==> src/rtl/smon_pkg.sv <==
// constants, carrier structs and state types of the signal monitor registers
package smon_pkg;

  // widths of the bus and of the monitor quantities
  localparam int SMON_ADDR_W = 12;            // byte address width on the bus
  localparam int SMON_DATA_W = 32;            // bus data width
  localparam int SMON_IDX_W  = 10;            // register index width
  localparam int SMON_IDX_LSB = 2;            // index starts above the byte bits
  localparam int SMON_BYTE_W = 8;             // every register is one byte
  localparam int SMON_PER_W  = 24;            // monitor period width
  localparam int SMON_RES_W  = 20;            // monitor result width
  localparam int SMON_PEAK_W = 13;            // peak magnitude width
  localparam int SMON_PEAK_LSB = 7;           // peak sits above this many zeros
  localparam int SMON_PCNT_W = 8;             // period count result width

  // register indexes; byte address is four times the index
  localparam logic [SMON_IDX_W-1:0] SMON_IDX_PER_LO  = 10'h271;
  localparam logic [SMON_IDX_W-1:0] SMON_IDX_PER_MID = 10'h272;
  localparam logic [SMON_IDX_W-1:0] SMON_IDX_PER_HI  = 10'h273;
  localparam logic [SMON_IDX_W-1:0] SMON_IDX_CTL     = 10'h274;
  localparam logic [SMON_IDX_W-1:0] SMON_IDX_RES0    = 10'h275;
  localparam logic [SMON_IDX_W-1:0] SMON_IDX_RES1    = 10'h276;
  localparam logic [SMON_IDX_W-1:0] SMON_IDX_RES2    = 10'h277;
  localparam logic [SMON_IDX_W-1:0] SMON_IDX_PCNT    = 10'h278;

  // control register fields
  localparam int SMON_CTL_PEAK_BIT   = 0;     // peak detector selected
  localparam int SMON_CTL_UPDATE_BIT = 4;     // self-clearing update strobe

  // reset values
  localparam logic [SMON_PER_W-1:0] SMON_PER_RST = 24'h000080;

  // bus response codes
  localparam logic [1:0] SMON_RESP_OKAY   = 2'h0;
  localparam logic [1:0] SMON_RESP_SLVERR = 2'h2;

  // master to slave signals of the register bus
  typedef struct packed {
    logic                   awvalid;
    logic [SMON_ADDR_W-1:0] awaddr;
    logic                   wvalid;
    logic [SMON_DATA_W-1:0] wdata;
    logic [3:0]             wstrb;
    logic                   bready;
    logic                   arvalid;
    logic [SMON_ADDR_W-1:0] araddr;
    logic                   rready;
  } smon_axi_req_t;

  // slave to master signals of the register bus
  typedef struct packed {
    logic                   awready;
    logic                   wready;
    logic                   bvalid;
    logic [1:0]             bresp;
    logic                   arready;
    logic                   rvalid;
    logic [SMON_DATA_W-1:0] rdata;
    logic [1:0]             rresp;
  } smon_axi_rsp_t;

  // whole state of the register block
  typedef struct packed {
    logic [SMON_PER_W-1:0]  period;   // monitor period, bit 0 held at zero
    logic                   peak_sel; // peak detector is the result source
    logic                   update;   // update strobe, clears itself
    logic [SMON_RES_W-1:0]  result;   // monitor result
    logic [SMON_PCNT_W-1:0] pcount;   // period count result
    logic                   aw_full;  // write address held
    logic [SMON_IDX_W-1:0]  aw_idx;   // held write index
    logic                   w_full;   // write data held
    logic [SMON_BYTE_W-1:0] wbyte;    // held low write byte
    logic                   wlane;    // low byte lane enabled
    logic                   bvalid;   // write response pending
    logic [1:0]             bresp;    // write response code
    logic                   rvalid;   // read data pending
    logic [SMON_BYTE_W-1:0] rbyte;    // read data byte
    logic [1:0]             rresp;    // read response code
  } smon_state_t;

  localparam smon_state_t SMON_ST_RST = '{
    period: SMON_PER_RST, peak_sel: 1'b0, update: 1'b0, result: '0,
    pcount: '0, aw_full: 1'b0, aw_idx: '0, w_full: 1'b0, wbyte: '0,
    wlane: 1'b0, bvalid: 1'b0, bresp: SMON_RESP_OKAY, rvalid: 1'b0,
    rbyte: '0, rresp: SMON_RESP_OKAY};

  // state of the period counter
  typedef struct packed {
    logic [SMON_PER_W-1:0]  cnt;      // cycles into the current period
    logic [SMON_PCNT_W-1:0] periods;  // completed periods, wrapping
  } smon_cnt_state_t;

  localparam smon_cnt_state_t SMON_CNT_RST = '{cnt: '0, periods: '0};

endpackage

==> src/rtl/smon_result_regs.sv <==
// signal monitor period, result control and result registers on AXI4-Lite
//
// Implementation choice: the AXI4-Lite slave port.
`timescale 1ns/1ps
// Summary of operation
// - update write copies selected measurement into results
// - update bit clears itself after the copy
// - control bit 0 selects peak detector source
// - peak magnitude goes to result bits 19:7
// - result bits 6:0 zero with peak selected
module smon_result_regs
  import smon_pkg::*;
(
  input  wire logic                   clk,
  input  wire logic                   nrst,
  input  wire smon_axi_req_t          axi_req,
  output smon_axi_rsp_t               axi_rsp,
  input  wire logic [SMON_PEAK_W-1:0] peak_abs,
  output logic                        peak_enable,
  output logic [SMON_PER_W-1:0]       monitor_period
);

  smon_state_t q;                         // registered state
  smon_state_t d;                         // next state
  logic [SMON_PCNT_W-1:0] period_count;   // live completed period count
  logic                   commit;         // address and data both held
  logic [SMON_IDX_W-1:0]  rd_idx;         // index of the read request

  // is the index one of ours
  function automatic logic idx_hit(input logic [SMON_IDX_W-1:0] idx);
    idx_hit = (idx >= SMON_IDX_PER_LO) && (idx <= SMON_IDX_PCNT);
  endfunction

  // read value of a register
  function automatic logic [SMON_BYTE_W-1:0] read_byte(
    input logic [SMON_IDX_W-1:0] idx,
    input smon_state_t           s
  );
    logic [SMON_BYTE_W-1:0] v;
    v = '0;
    unique case (idx)
      SMON_IDX_PER_LO:  v = s.period[7:0];
      SMON_IDX_PER_MID: v = s.period[15:8];
      SMON_IDX_PER_HI:  v = s.period[23:16];
      SMON_IDX_CTL: begin
        v[SMON_CTL_PEAK_BIT]   = s.peak_sel;
        v[SMON_CTL_UPDATE_BIT] = s.update;
      end
      SMON_IDX_RES0:    v = s.result[7:0];
      SMON_IDX_RES1:    v = s.result[15:8];
      SMON_IDX_RES2:    v = {4'h0, s.result[19:16]};
      SMON_IDX_PCNT:    v = s.pcount;
      default:          v = '0;
    endcase
    read_byte = v;
  endfunction

  // period counter running on the register clock clk
  smon_period_counter u_counter (
    .clk          (clk),
    .nrst         (nrst),
    .period       (q.period),
    .period_count (period_count)
  );

  // handshake outputs straight from the holding flags
  always_comb begin
    axi_rsp.awready = !q.aw_full && !q.bvalid;
    axi_rsp.wready  = !q.w_full && !q.bvalid;
    axi_rsp.bvalid  = q.bvalid;
    axi_rsp.bresp   = q.bresp;
    axi_rsp.arready = !q.rvalid;
    axi_rsp.rvalid  = q.rvalid;
    axi_rsp.rdata   = {24'h000000, q.rbyte};
    axi_rsp.rresp   = q.rresp;
  end

  assign commit = q.aw_full && q.w_full && !q.bvalid;
  assign rd_idx = axi_req.araddr[SMON_ADDR_W-1:SMON_IDX_LSB];

  // next state: bus channels, register writes, result transfer
  always_comb begin
    d = q;
    // take write address
    if (axi_req.awvalid && axi_rsp.awready) begin
      d.aw_full = 1'b1;
      d.aw_idx  = axi_req.awaddr[SMON_ADDR_W-1:SMON_IDX_LSB];
    end
    // take write data, only the low lane matters
    if (axi_req.wvalid && axi_rsp.wready) begin
      d.w_full = 1'b1;
      d.wbyte  = axi_req.wdata[7:0];
      d.wlane  = axi_req.wstrb[0];
    end
    // write response taken
    if (q.bvalid && axi_req.bready) begin
      d.bvalid = 1'b0;
    end
    // transfer measurement while the strobe stands
    if (q.update) begin
      d.update = 1'b0;
      if (q.peak_sel) begin
        // peak magnitude over seven zero bits
        d.result = {peak_abs, {SMON_PEAK_LSB{1'b0}}};
      end else begin
        // no other source in this block, report zero
        d.result = '0;
      end
      d.pcount = period_count;
    end
    // perform the write once address and data are both in
    if (commit) begin
      d.aw_full = 1'b0;
      d.w_full  = 1'b0;
      d.bvalid  = 1'b1;
      d.bresp   = idx_hit(q.aw_idx) ? SMON_RESP_OKAY : SMON_RESP_SLVERR;
      if (q.wlane) begin
        unique case (q.aw_idx)
          // bit 0 of the period is fixed at zero
          SMON_IDX_PER_LO:  d.period[7:0]   = {q.wbyte[7:1], 1'b0};
          SMON_IDX_PER_MID: d.period[15:8]  = q.wbyte;
          SMON_IDX_PER_HI:  d.period[23:16] = q.wbyte;
          SMON_IDX_CTL: begin
            d.peak_sel = q.wbyte[SMON_CTL_PEAK_BIT];
            // writing zero to the strobe does nothing
            if (q.wbyte[SMON_CTL_UPDATE_BIT]) begin
              d.update = 1'b1;
            end
          end
          default: begin
            // read-only or unmapped, nothing stored
          end
        endcase
      end
    end
    // read data taken
    if (q.rvalid && axi_req.rready) begin
      d.rvalid = 1'b0;
    end
    // take a read request and answer next cycle
    if (axi_req.arvalid && axi_rsp.arready) begin
      d.rvalid = 1'b1;
      d.rbyte  = read_byte(rd_idx, q);
      d.rresp  = idx_hit(rd_idx) ? SMON_RESP_OKAY : SMON_RESP_SLVERR;
    end
  end

  // register the whole state, synchronous reset
  always_ff @(posedge clk) begin
    if (!nrst) begin
      q <= SMON_ST_RST;
    end else begin
      q <= d;
    end
  end

  assign peak_enable    = q.peak_sel;
  assign monitor_period = q.period;

  // strobe moves peak into the result one cycle later
  chk_update_xfer: assert property (@(posedge clk) disable iff (!nrst)
    q.update && q.peak_sel |=> d.result == q.result &&
      q.result[SMON_RES_W-1:SMON_PEAK_LSB] == $past(peak_abs))
    else $error("peak not transferred on update");

  // period count captured on update
  chk_pcount_xfer: assert property (@(posedge clk) disable iff (!nrst)
    q.update |=> q.pcount == $past(period_count))
    else $error("period count not transferred on update");

  // strobe stands exactly one cycle
  chk_update_clear: assert property (@(posedge clk) disable iff (!nrst)
    $rose(q.update) |=> !q.update)
    else $error("update bit did not clear itself");

  // strobe only follows a committed control write
  chk_update_cause: assert property (@(posedge clk) disable iff (!nrst)
    $rose(q.update) |-> $past(commit) && $past(q.aw_idx) == SMON_IDX_CTL)
    else $error("update bit rose without a control write");

  // without peak source the result reads zero
  chk_source_zero: assert property (@(posedge clk) disable iff (!nrst)
    q.update && !q.peak_sel |=> q.result == '0)
    else $error("result not zero without peak source");

  // low result bits are zero with peak selected
  chk_low_zero: assert property (@(posedge clk) disable iff (!nrst)
    q.update && q.peak_sel |=> q.result[SMON_PEAK_LSB-1:0] == '0)
    else $error("low result bits not zero");

  // period bit 0 stays zero, reset value after release
  chk_period_lsb: assert property (@(posedge clk) disable iff (!nrst)
    $rose(nrst) |-> q.period == SMON_PER_RST ##1 q.period[0] == 1'b0)
    else $error("period reset value or bit 0 wrong");

  // a committed write answers next cycle
  chk_write_resp: assert property (@(posedge clk) disable iff (!nrst)
    commit |=> q.bvalid && !q.aw_full && !q.w_full)
    else $error("write response missing after commit");

  // period bit 0 never holds a one, whatever was written
  chk_period_bit0: assert property (@(posedge clk) disable iff (!nrst)
    q.period[0] == 1'b0)
    else $error("period bit 0 not zero");

  // results change only through the update strobe
  chk_result_hold: assert property (@(posedge clk) disable iff (!nrst)
    !q.update |=> $stable(q.result) && $stable(q.pcount))
    else $error("result registers changed without update");

  // a control write stores the peak selection bit
  chk_ctl_write: assert property (@(posedge clk) disable iff (!nrst)
    commit && q.wlane && (q.aw_idx == SMON_IDX_CTL) |=>
      q.peak_sel == $past(q.wbyte[SMON_CTL_PEAK_BIT]))
    else $error("peak selection not stored on control write");

  // strobe rises together with the write response
  chk_update_resp: assert property (@(posedge clk) disable iff (!nrst)
    $rose(q.update) |-> q.bvalid)
    else $error("update bit rose without a write response");

  // an accepted read answers in the next cycle
  chk_read_resp: assert property (@(posedge clk) disable iff (!nrst)
    axi_req.arvalid && axi_rsp.arready |=> q.rvalid)
    else $error("read response missing after request");

endmodule

==> src/rtl/smon_period_counter.sv <==
// period counter of the signal monitor: counts clock cycles per period
`timescale 1ns/1ps
module smon_period_counter
  import smon_pkg::*;
(
  input  wire logic                   clk,
  input  wire logic                   nrst,
  input  wire logic [SMON_PER_W-1:0]  period,
  output logic [SMON_PCNT_W-1:0]      period_count
);

  smon_cnt_state_t q;       // registered state
  smon_cnt_state_t d;       // next state
  logic [SMON_PER_W-1:0] cnt_plus; // cycle count after this cycle

  // advance the cycle count, wrap at the period and count periods
  always_comb begin
    d = q;
    cnt_plus = q.cnt + 24'h000001;
    if (cnt_plus >= period) begin
      // period over, a zero period ends every cycle
      d.cnt = '0;
      d.periods = q.periods + 8'h01;
    end else begin
      d.cnt = cnt_plus;
    end
  end

  // register the state, synchronous reset
  always_ff @(posedge clk) begin
    if (!nrst) begin
      q <= SMON_CNT_RST;
    end else begin
      q <= d;
    end
  end

  assign period_count = q.periods;

  // count never passes the programmed period
  chk_cnt_bound: assert property (@(posedge clk) disable iff (!nrst)
    (period != '0) && $stable(period) |=> (q.cnt < $past(period)))
    else $error("period counter ran past the period");

endmodule

==> config.mk <==
export PLATFORM = sky130hd
export DESIGN_NAME = smon_result_regs
export DESIGN_NICKNAME = d
export VERILOG_FILES = /design/src/rtl/smon_pkg.sv /design/src/rtl/smon_result_regs.sv /design/src/rtl/smon_period_counter.sv
export SDC_FILE = /design/constraint.sdc
export NUM_CORES = 1
export LEC_CHECK = 0
export ABC_AREA = 1
export ABC_CLOCK_PERIOD_IN_PS = 3800
export BUFFER_PORTS_ARGS = -buffer_cell sky130_fd_sc_hd__buf_2
export CORE_ASPECT_RATIO = 0.8
export CORE_MARGIN = 2
export CORE_UTILIZATION = 25
export CTS_BUF_LIST = sky130_fd_sc_hd__clkbuf_16
export CTS_CLUSTER_SIZE = 10
export DETAILED_ROUTE_END_ITERATION = 10
export PLACE_DENSITY_LB_ADDON = 0.05
export SYNTH_ARGS = -nofsm -noshare
export SYNTH_HDL_FRONTEND = slang
export SYNTH_SLANG_ARGS = --single-unit
==> constraint.sdc <==
create_clock -name clk -period 3.8 [get_ports clk]
set_input_delay 0.95 -clock clk [delete_from_list [all_inputs] [get_ports clk]]
set_output_delay 0.95 -clock clk [all_outputs]
set_load 0.01 [all_outputs]
==> impl_results.md, run 1 <==
* DP HPWL at approximately 15000 um
* Arrival time at the worst endpoint at between 3 and 4 ns
* Sum Neg Setup Slack at 0 ns
* Final #Nets at 1014
* Status: finished, final reports clean
* Most numerous cell in the Yosys netlist: nand2_1
* Yosys cell types at 41
* CP required at approximately 4.1 ns
* Row Count at 51
* Post-DRT Antenna Nets at 0
* Post-CTS Hold Buffers at 0
* Clock sink total at between 100 and 150
* CP Launch Type: register
* R2R Path End: u_counter.q[30]
* Pins Over Slew Limit at 0
* Die width at approximately 180 um
* PwrDens at about 350 mW/mm2
* Diode count at 0
* Clk_skew at ~0.0084 ns
* Worst Hold Class: reg2reg
* I/O pin count at 146
* Kind of critical path: reg2reg
* Final hold slack at roughly 0.46 ns
* CTS tree: done
* Max Cap Viol at 0
* Main synth FF type: dfxtp_1
* Leak at about 3.1 nW
* Post-layout min period at between 3 and 4 ns
* Die Height at about 150 um
* Placed cell count at approximately 1200
* Gr ovfl total at 0
* Final WL at about 19000 um
* Port bufs at between 80 and 90
* DIE AREA at approximately 0.027 mm2
* H-tree Lvls at 3
* Pre-Repair DR Iteration Count at 4
* Seq/Total Area, Yosys at 0.353
* Critical-path maximum fanout at 9
* Post-synthesis register bit count at approximately 110
* Reg2Reg Setup Slack at 0.50 ns
* Slew @ Worst Pin at approximately 0.6 ns
* Mapped cell area at about 0.0063 mm2
* Area Overhead vs Synth at 11.6%
* Synth Instances at roughly 860
* Antenna violations before repair at 0
* Hold Vio Cnt, Final at 0
* Worst hold start: q[37]
* R2R Path Start: u_counter.q[8]
* Top cells by count, synth: nand2_1, dfxtp_1, inv_1
* Mean Syn Cell Area at 7.31 um2
* Hold EP: q[37]
* DRC violations left at 0
* Cts repair resizes at 0
* CTS buffer count at 9
* Hold depth at 2
* Clock Pin Slew Worst Setup and Hold Paths at ~0.08 ns
* RSZ-0062 raised after global routing: false
* Fillers at about 2800
* Vias per cell at approximately 4.3
* Top-area cell type share of the netlist area at 0.353
* Initial Util at 0.257
* FFs w/ async S/R, synth at 0
* CTS root buffer: clkbuf_16
* RePlAce Congestion at just under 0.8
* Worst VDD drop at 0.187 mV
* Warnings, synthesis at 0
* Number of global-route vias before repair at 5116
* Post-synth EDFFs at 0
* Setup repair bufs after CTS at 0
* Initial drt markers at around 210
* Layout cells sized above 1 at 0.199
* CTS max path bufs at 2
* Total core area at around 0.025 mm2
* Routed WL per cell at ~15 um
* Via count at 5236
* Tcrit/Tclk final at 0.869
* First-pass GRT wire length at roughly 30000 um
* Fmax at a little over 0.3 GHz
* CP Capture Type: register
* Count of endpoints failing setup in the final report at 0
* Later-pin clock latency in the skew report at 0.36 ns
* Slew HR at 0.594
* Leading area contributor after synthesis: dfxtp_1
* Worst-case reg-to-reg path depth at 23
* Top cells by area, synth: dfxtp_1, nand2_1, buf_4, a21oi_1, inv_1
* Pin count of the biggest net entering global routing at 36
* Gr usage total at 0.145
* Post-Layout Cell Count at between 1000 and 1500
## critical path, cell delays in order (launching register included)
cell,delay (ns)
dfxtp_1,0.47
ha_1,0.21
nand2_1,0.07
inv_2,0.08
nand2_1,0.11
nor2_2,0.13
nand2_1,0.10
nor3_2,0.21
nand3_1,0.11
nand2_1,0.15
inv_1,0.06
ha_1,0.26
nand2_1,0.08
nor2_1,0.06
nand2_2,0.12
inv_2,0.05
nand2_2,0.07
nand3_4,0.08
nor2_8,0.18
nand2_4,0.13
nor2_4,0.15
inv_4,0.10
buf_12,0.17
nor2_1,0.09
## area by class of cell
cell class,instances,area (um2),share of cell area
clock buffer,9,225,0.0320
timing repair buffer,94,513,0.0730
sequential,111,2220,0.316
clock inverter,7,78.8,0.0112
tap,318,398,0.0566
inverter,115,434,0.0617
multi-input combinational,578,3160,0.449
## state kept, by name, indices dropped and copies added, names as in the netlist
signal,count
axi_rsp,12
peak_enable,1
monitor_period,23
q,43
u_counter.period_count,8
u_counter.q,24
## through the flow
stage                     power [mW]  area [um2]  setup WS (ns)   util
final                           2.44        7030          0.498  0.286
after CTS                       2.49        7030          0.435  0.286
after global placement          1.46        6730          0.467  0.274
after floorplan                 1.40        6400           1.06      -
after global routing            2.56        7030          0.108  0.286
after detailed placement        1.46        6730          0.470  0.274
## cells by family (layout without fill, tap and decap cells)
| group | Yosys count | after routing | synth area share |
|---|---|---|---|
| AOI/OAI and AO/OA | 159 | 159 | 0.130 |
| xor gates and xnor gates | 17 | 17 | 0.0236 |
| adders and majority gates | 25 | 25 | 0.0496 |
| buffers and inverters | 199 | 225 | 0.162 |
| DFF | 111 | 111 | 0.353 |
| other | 1 | 27 | 0.000595 |
| and+or+nand+nor | 350 | 350 | 0.282 |
## power by group
group	internal [mW]	leakage (nW)	total, mW	switching [mW]
logic	0.0674	2.07	0.200	0.133
registers	1.19	0.901	1.23	0.0318
clock network	0.522	0.146	1.02	0.494
## how the worst max path moves through the flow
stage	start	end	slack, ns	cells past startpoint
2_1_floorplan	u_counter.q[8]	u_counter.q[24]	1.06	21
3_3_place_gp	u_counter.q[8]	u_counter.q[9]	0.47	23
3_5_place_dp	u_counter.q[8]	u_counter.q[30]	0.47	23
4_1_cts	u_counter.q[8]	u_counter.q[30]	0.44	23
5_1_grt	u_counter.q[8]	u_counter.q[9]	0.11	23
6_report	u_counter.q[8]	u_counter.q[30]	0.50	23
## cell usage in the layout (no fill, tap or decap), types with 2 or more instances in the layout
| cell type | n |
|---|---|
| o21ai_0 | 58 |
| a21oi_1 | 77 |
| ha_1 | 25 |
| nor2_1 | 75 |
| nand2_4 | 2 |
| inv_1 | 99 |
| clkbuf_16 | 9 |
| buf_2 | 87 |
| nand4_1 | 16 |
| inv_2 | 14 |
| clkinv_1 | 2 |
| o21a_1 | 2 |
| xor2_1 | 14 |
| conb_1 | 27 |
| nand3_2 | 5 |
| buf_12 | 2 |
| nand2_1 | 146 |
| xnor2_1 | 3 |
| a21o_1 | 3 |
| o21ai_1 | 15 |
| nor3_1 | 11 |
| nor2_2 | 12 |
| nor3_2 | 4 |
| buf_4 | 5 |
| nand3_1 | 42 |
| inv_6 | 2 |
| nor2_4 | 23 |
| nand2_2 | 7 |
| dfxtp_1 | 111 |
## layer usage
metal	GRT usage	part of all wire
met4	0.0297	0.0033
met5	0	0
met1	0.229	0.55
met2	0.201	0.39
met3	0.0264	0.053
Power figures use the tool's default switching activity.
==> run 2: changes to the inputs <==
--- a/config.mk
+++ b/config.mk
@@ -6,10 +6,9 @@
 export NUM_CORES = 1
 export LEC_CHECK = 0
 export ABC_AREA = 1
-export ABC_CLOCK_PERIOD_IN_PS = 3800
 export BUFFER_PORTS_ARGS = -buffer_cell sky130_fd_sc_hd__buf_2
 export CORE_ASPECT_RATIO = 0.8
-export CORE_MARGIN = 2
+export CORE_MARGIN = 10
 export CORE_UTILIZATION = 25
 export CTS_BUF_LIST = sky130_fd_sc_hd__clkbuf_16
 export CTS_CLUSTER_SIZE = 10
==> run 2 against run 1 <==
Effect of this change:
- sequential power about the same
- count of clock-buffer cells in the layout did not move
- first-iteration DRC count up 26%
- critical path type unchanged
- critical endpoint is now u_counter.q[9]
- highest routed layer unchanged
==> impl_results.md, run 2 (synthesized netlist as in run 1, its figures left out) <==
* Total core area at 0.0246 mm2
* CP Launch Type: register
* Final WL at between 15000 and 20000 um
* Footprint of the multi-input gates at about 0.0032 mm2
* Pre-Repair DR Iteration Count at 6
* Leak at between 3 and 4 nW
* First-pass GRT wire length at 30500 um
* DR top layer: met4
* Slew HR at 0.572
* CTS max path bufs at 2
* PwrDens at ~340 mW/mm2
* Sum Neg Setup Slack at 0 ns
* H-tree Lvls at 3
* Kind of critical path: reg2reg
* RePlAce Congestion at 0.813
* DRC violations left at 0
* RSZ-0062 raised after global routing: false
* Hold Vio Cnt, Final at 0
* Sw power at about 670 uW
* Flip-flop and latch area at 0.00222 mm2
* Pins Over Slew Limit at 0
* Status: finished, final reports clean
* Fmax at about 0.32 GHz
* I/O pin count at ~150
* DP HPWL at 15800 um
* Clock sink total at ~110
* Layout cells sized above 1 at 0.202
* Die width at slightly below 200 um
* Final #Nets at ~1000
* Post-DRT Antenna Nets at 0
* Number of global-route vias before repair at about 5200
* Clk network pwr share at 0.405
* Wire length on met1 at approximately 10000 um
* Post-Layout Cell Count at roughly 1200
* Wire length on met3 at 1280 um
* Port bufs at 87
* CTS buffer count at 9
* Post-CTS Hold Buffers at 0
* Fillers at 2743
* WL met2 at 7730 um
* Area Overhead vs Synth at 11.5%
* Critical-path maximum fanout at 13
* Int Power at approximately 1.7 mW
* CTS root buffer: clkbuf_16
* Slew @ Worst Pin at 0.641 ns
* Clock Pin Slew Worst Setup and Hold Paths at ~0.09 ns
* Max Cap Viol at 0
* Antenna violations before repair at 0
* Pin count of the biggest net entering global routing at 36
* Clk_skew at around 0.013 ns
* Later-pin clock latency in the skew report at between 0.3 and 0.4 ns
* Switching Share at 0.281
* Diode count at 0
* Post-layout min period at 3.12 ns
* Combinational Power Share at 0.085
* Commonest non-fill, non-tap cell in the layout: nand2_1
* Via count at 5145
* Most frequent cells in the layout: nand2_1, dfxtp_1, inv_1
* Initial drt markers at roughly 260
* Max reg flops at 43
* Worst Hold Class: reg2reg
* CP required at 4.06 ns
* Die Height at approximately 160 um
* CP Capture Type: register
* Count of endpoints failing setup in the final report at 0
* Arrival time at the worst endpoint at roughly 3.4 ns
* Largest Register: q
* Final core utilization at 0.286
* Setup repair bufs after CTS at 0
* Initial Util at 0.257
* Placed instance area at between 0.006 and 0.007 mm2
* Row Count at 51
* Final hold slack at ~0.47 ns
* Vias per cell at 4.17
* Sequential fraction of design power at 0.510
* Cts repair resizes at 0
* Cell area after layout at 0.00703 mm2
* Placed cell count at between 1000 and 1500
* CTS tree: done
* Worst VDD drop at 0.205 mV
* Gr usage total at 0.123
* Gr ovfl total at 0
* Tcrit/Tclk final at 0.820
* Routed WL per cell at about 16 um
* DIE AREA at between 0.03 and 0.04 mm2
run 2: power groups by stage:
stage | combinational (mW) | sequential [mW] | clock, mW
3_3_place_gp | 0.208 | 1.25 | 0
4_1_cts | 0.207 | 1.22 | 1.02
3_5_place_dp | 0.207 | 1.25 | 0
2_1_floorplan | 0.165 | 1.24 | 0
6_report | 0.204 | 1.22 | 0.970
5_1_grt | 0.235 | 1.23 | 1.06
run 2: path summary, 6_finish.rpt:
| path | slack, ns | end | startpoint | cells past startpoint |
|---|---|---|---|---|
| setup / recovery | 0.68 | u_counter.q[9] | u_counter.q[9] | 23 |
| hold / removal | 0.47 | q[32] | q[32] | 2 |
| setup reg to reg | 0.68 | u_counter.q[9] | u_counter.q[9] | 23 |
| hold reg to reg | 0.47 | q[32] | q[32] | 2 |
run 2: area by class of cell:
type	instances	share of cell area
timing repair buffer	96	0.0751
clock buffer	9	0.0320
multi-input combinational	578	0.450
clock inverter	7	0.00890
tap	318	0.0566
sequential	111	0.316
inverter	115	0.0618
run 2: stage by stage:
step | setup WS, ns | power [mW]
3_5_place_dp | 0.652 | 1.46
5_1_grt | 0.341 | 2.52
2_1_floorplan | 1.06 | 1.40
4_1_cts | 0.620 | 2.45
3_3_place_gp | 0.642 | 1.46
6_report | 0.683 | 2.40
run 2: critical path: stages, from the launching register on:
cell and delay (ns):
dfxtp_1 0.39, ha_1 0.19, nand2_1 0.07, inv_2 0.07, nand2_1 0.13, nor2_2 0.13
nand2_1 0.09, nor3_2 0.23, nand3_1 0.12, nand2_1 0.15, inv_1 0.06, ha_1 0.27
nand2_1 0.06, nor2_1 0.13, nand2_2 0.11, nor2_2 0.11, nand2_2 0.07, nand2_4 0.08
nor2_8 0.05, nand2_4 0.11, nor2_4 0.06, inv_4 0.09, buf_12 0.19, nor2_1 0.05
run 2: per-layer routing:
metal / up-vias / track usage
met5: - / 0
met4: 0 / 0.0251
met3: 12 / 0.0312
met2: 96 / 0.176
met1: 2259 / 0.180
li1: 2778 / -
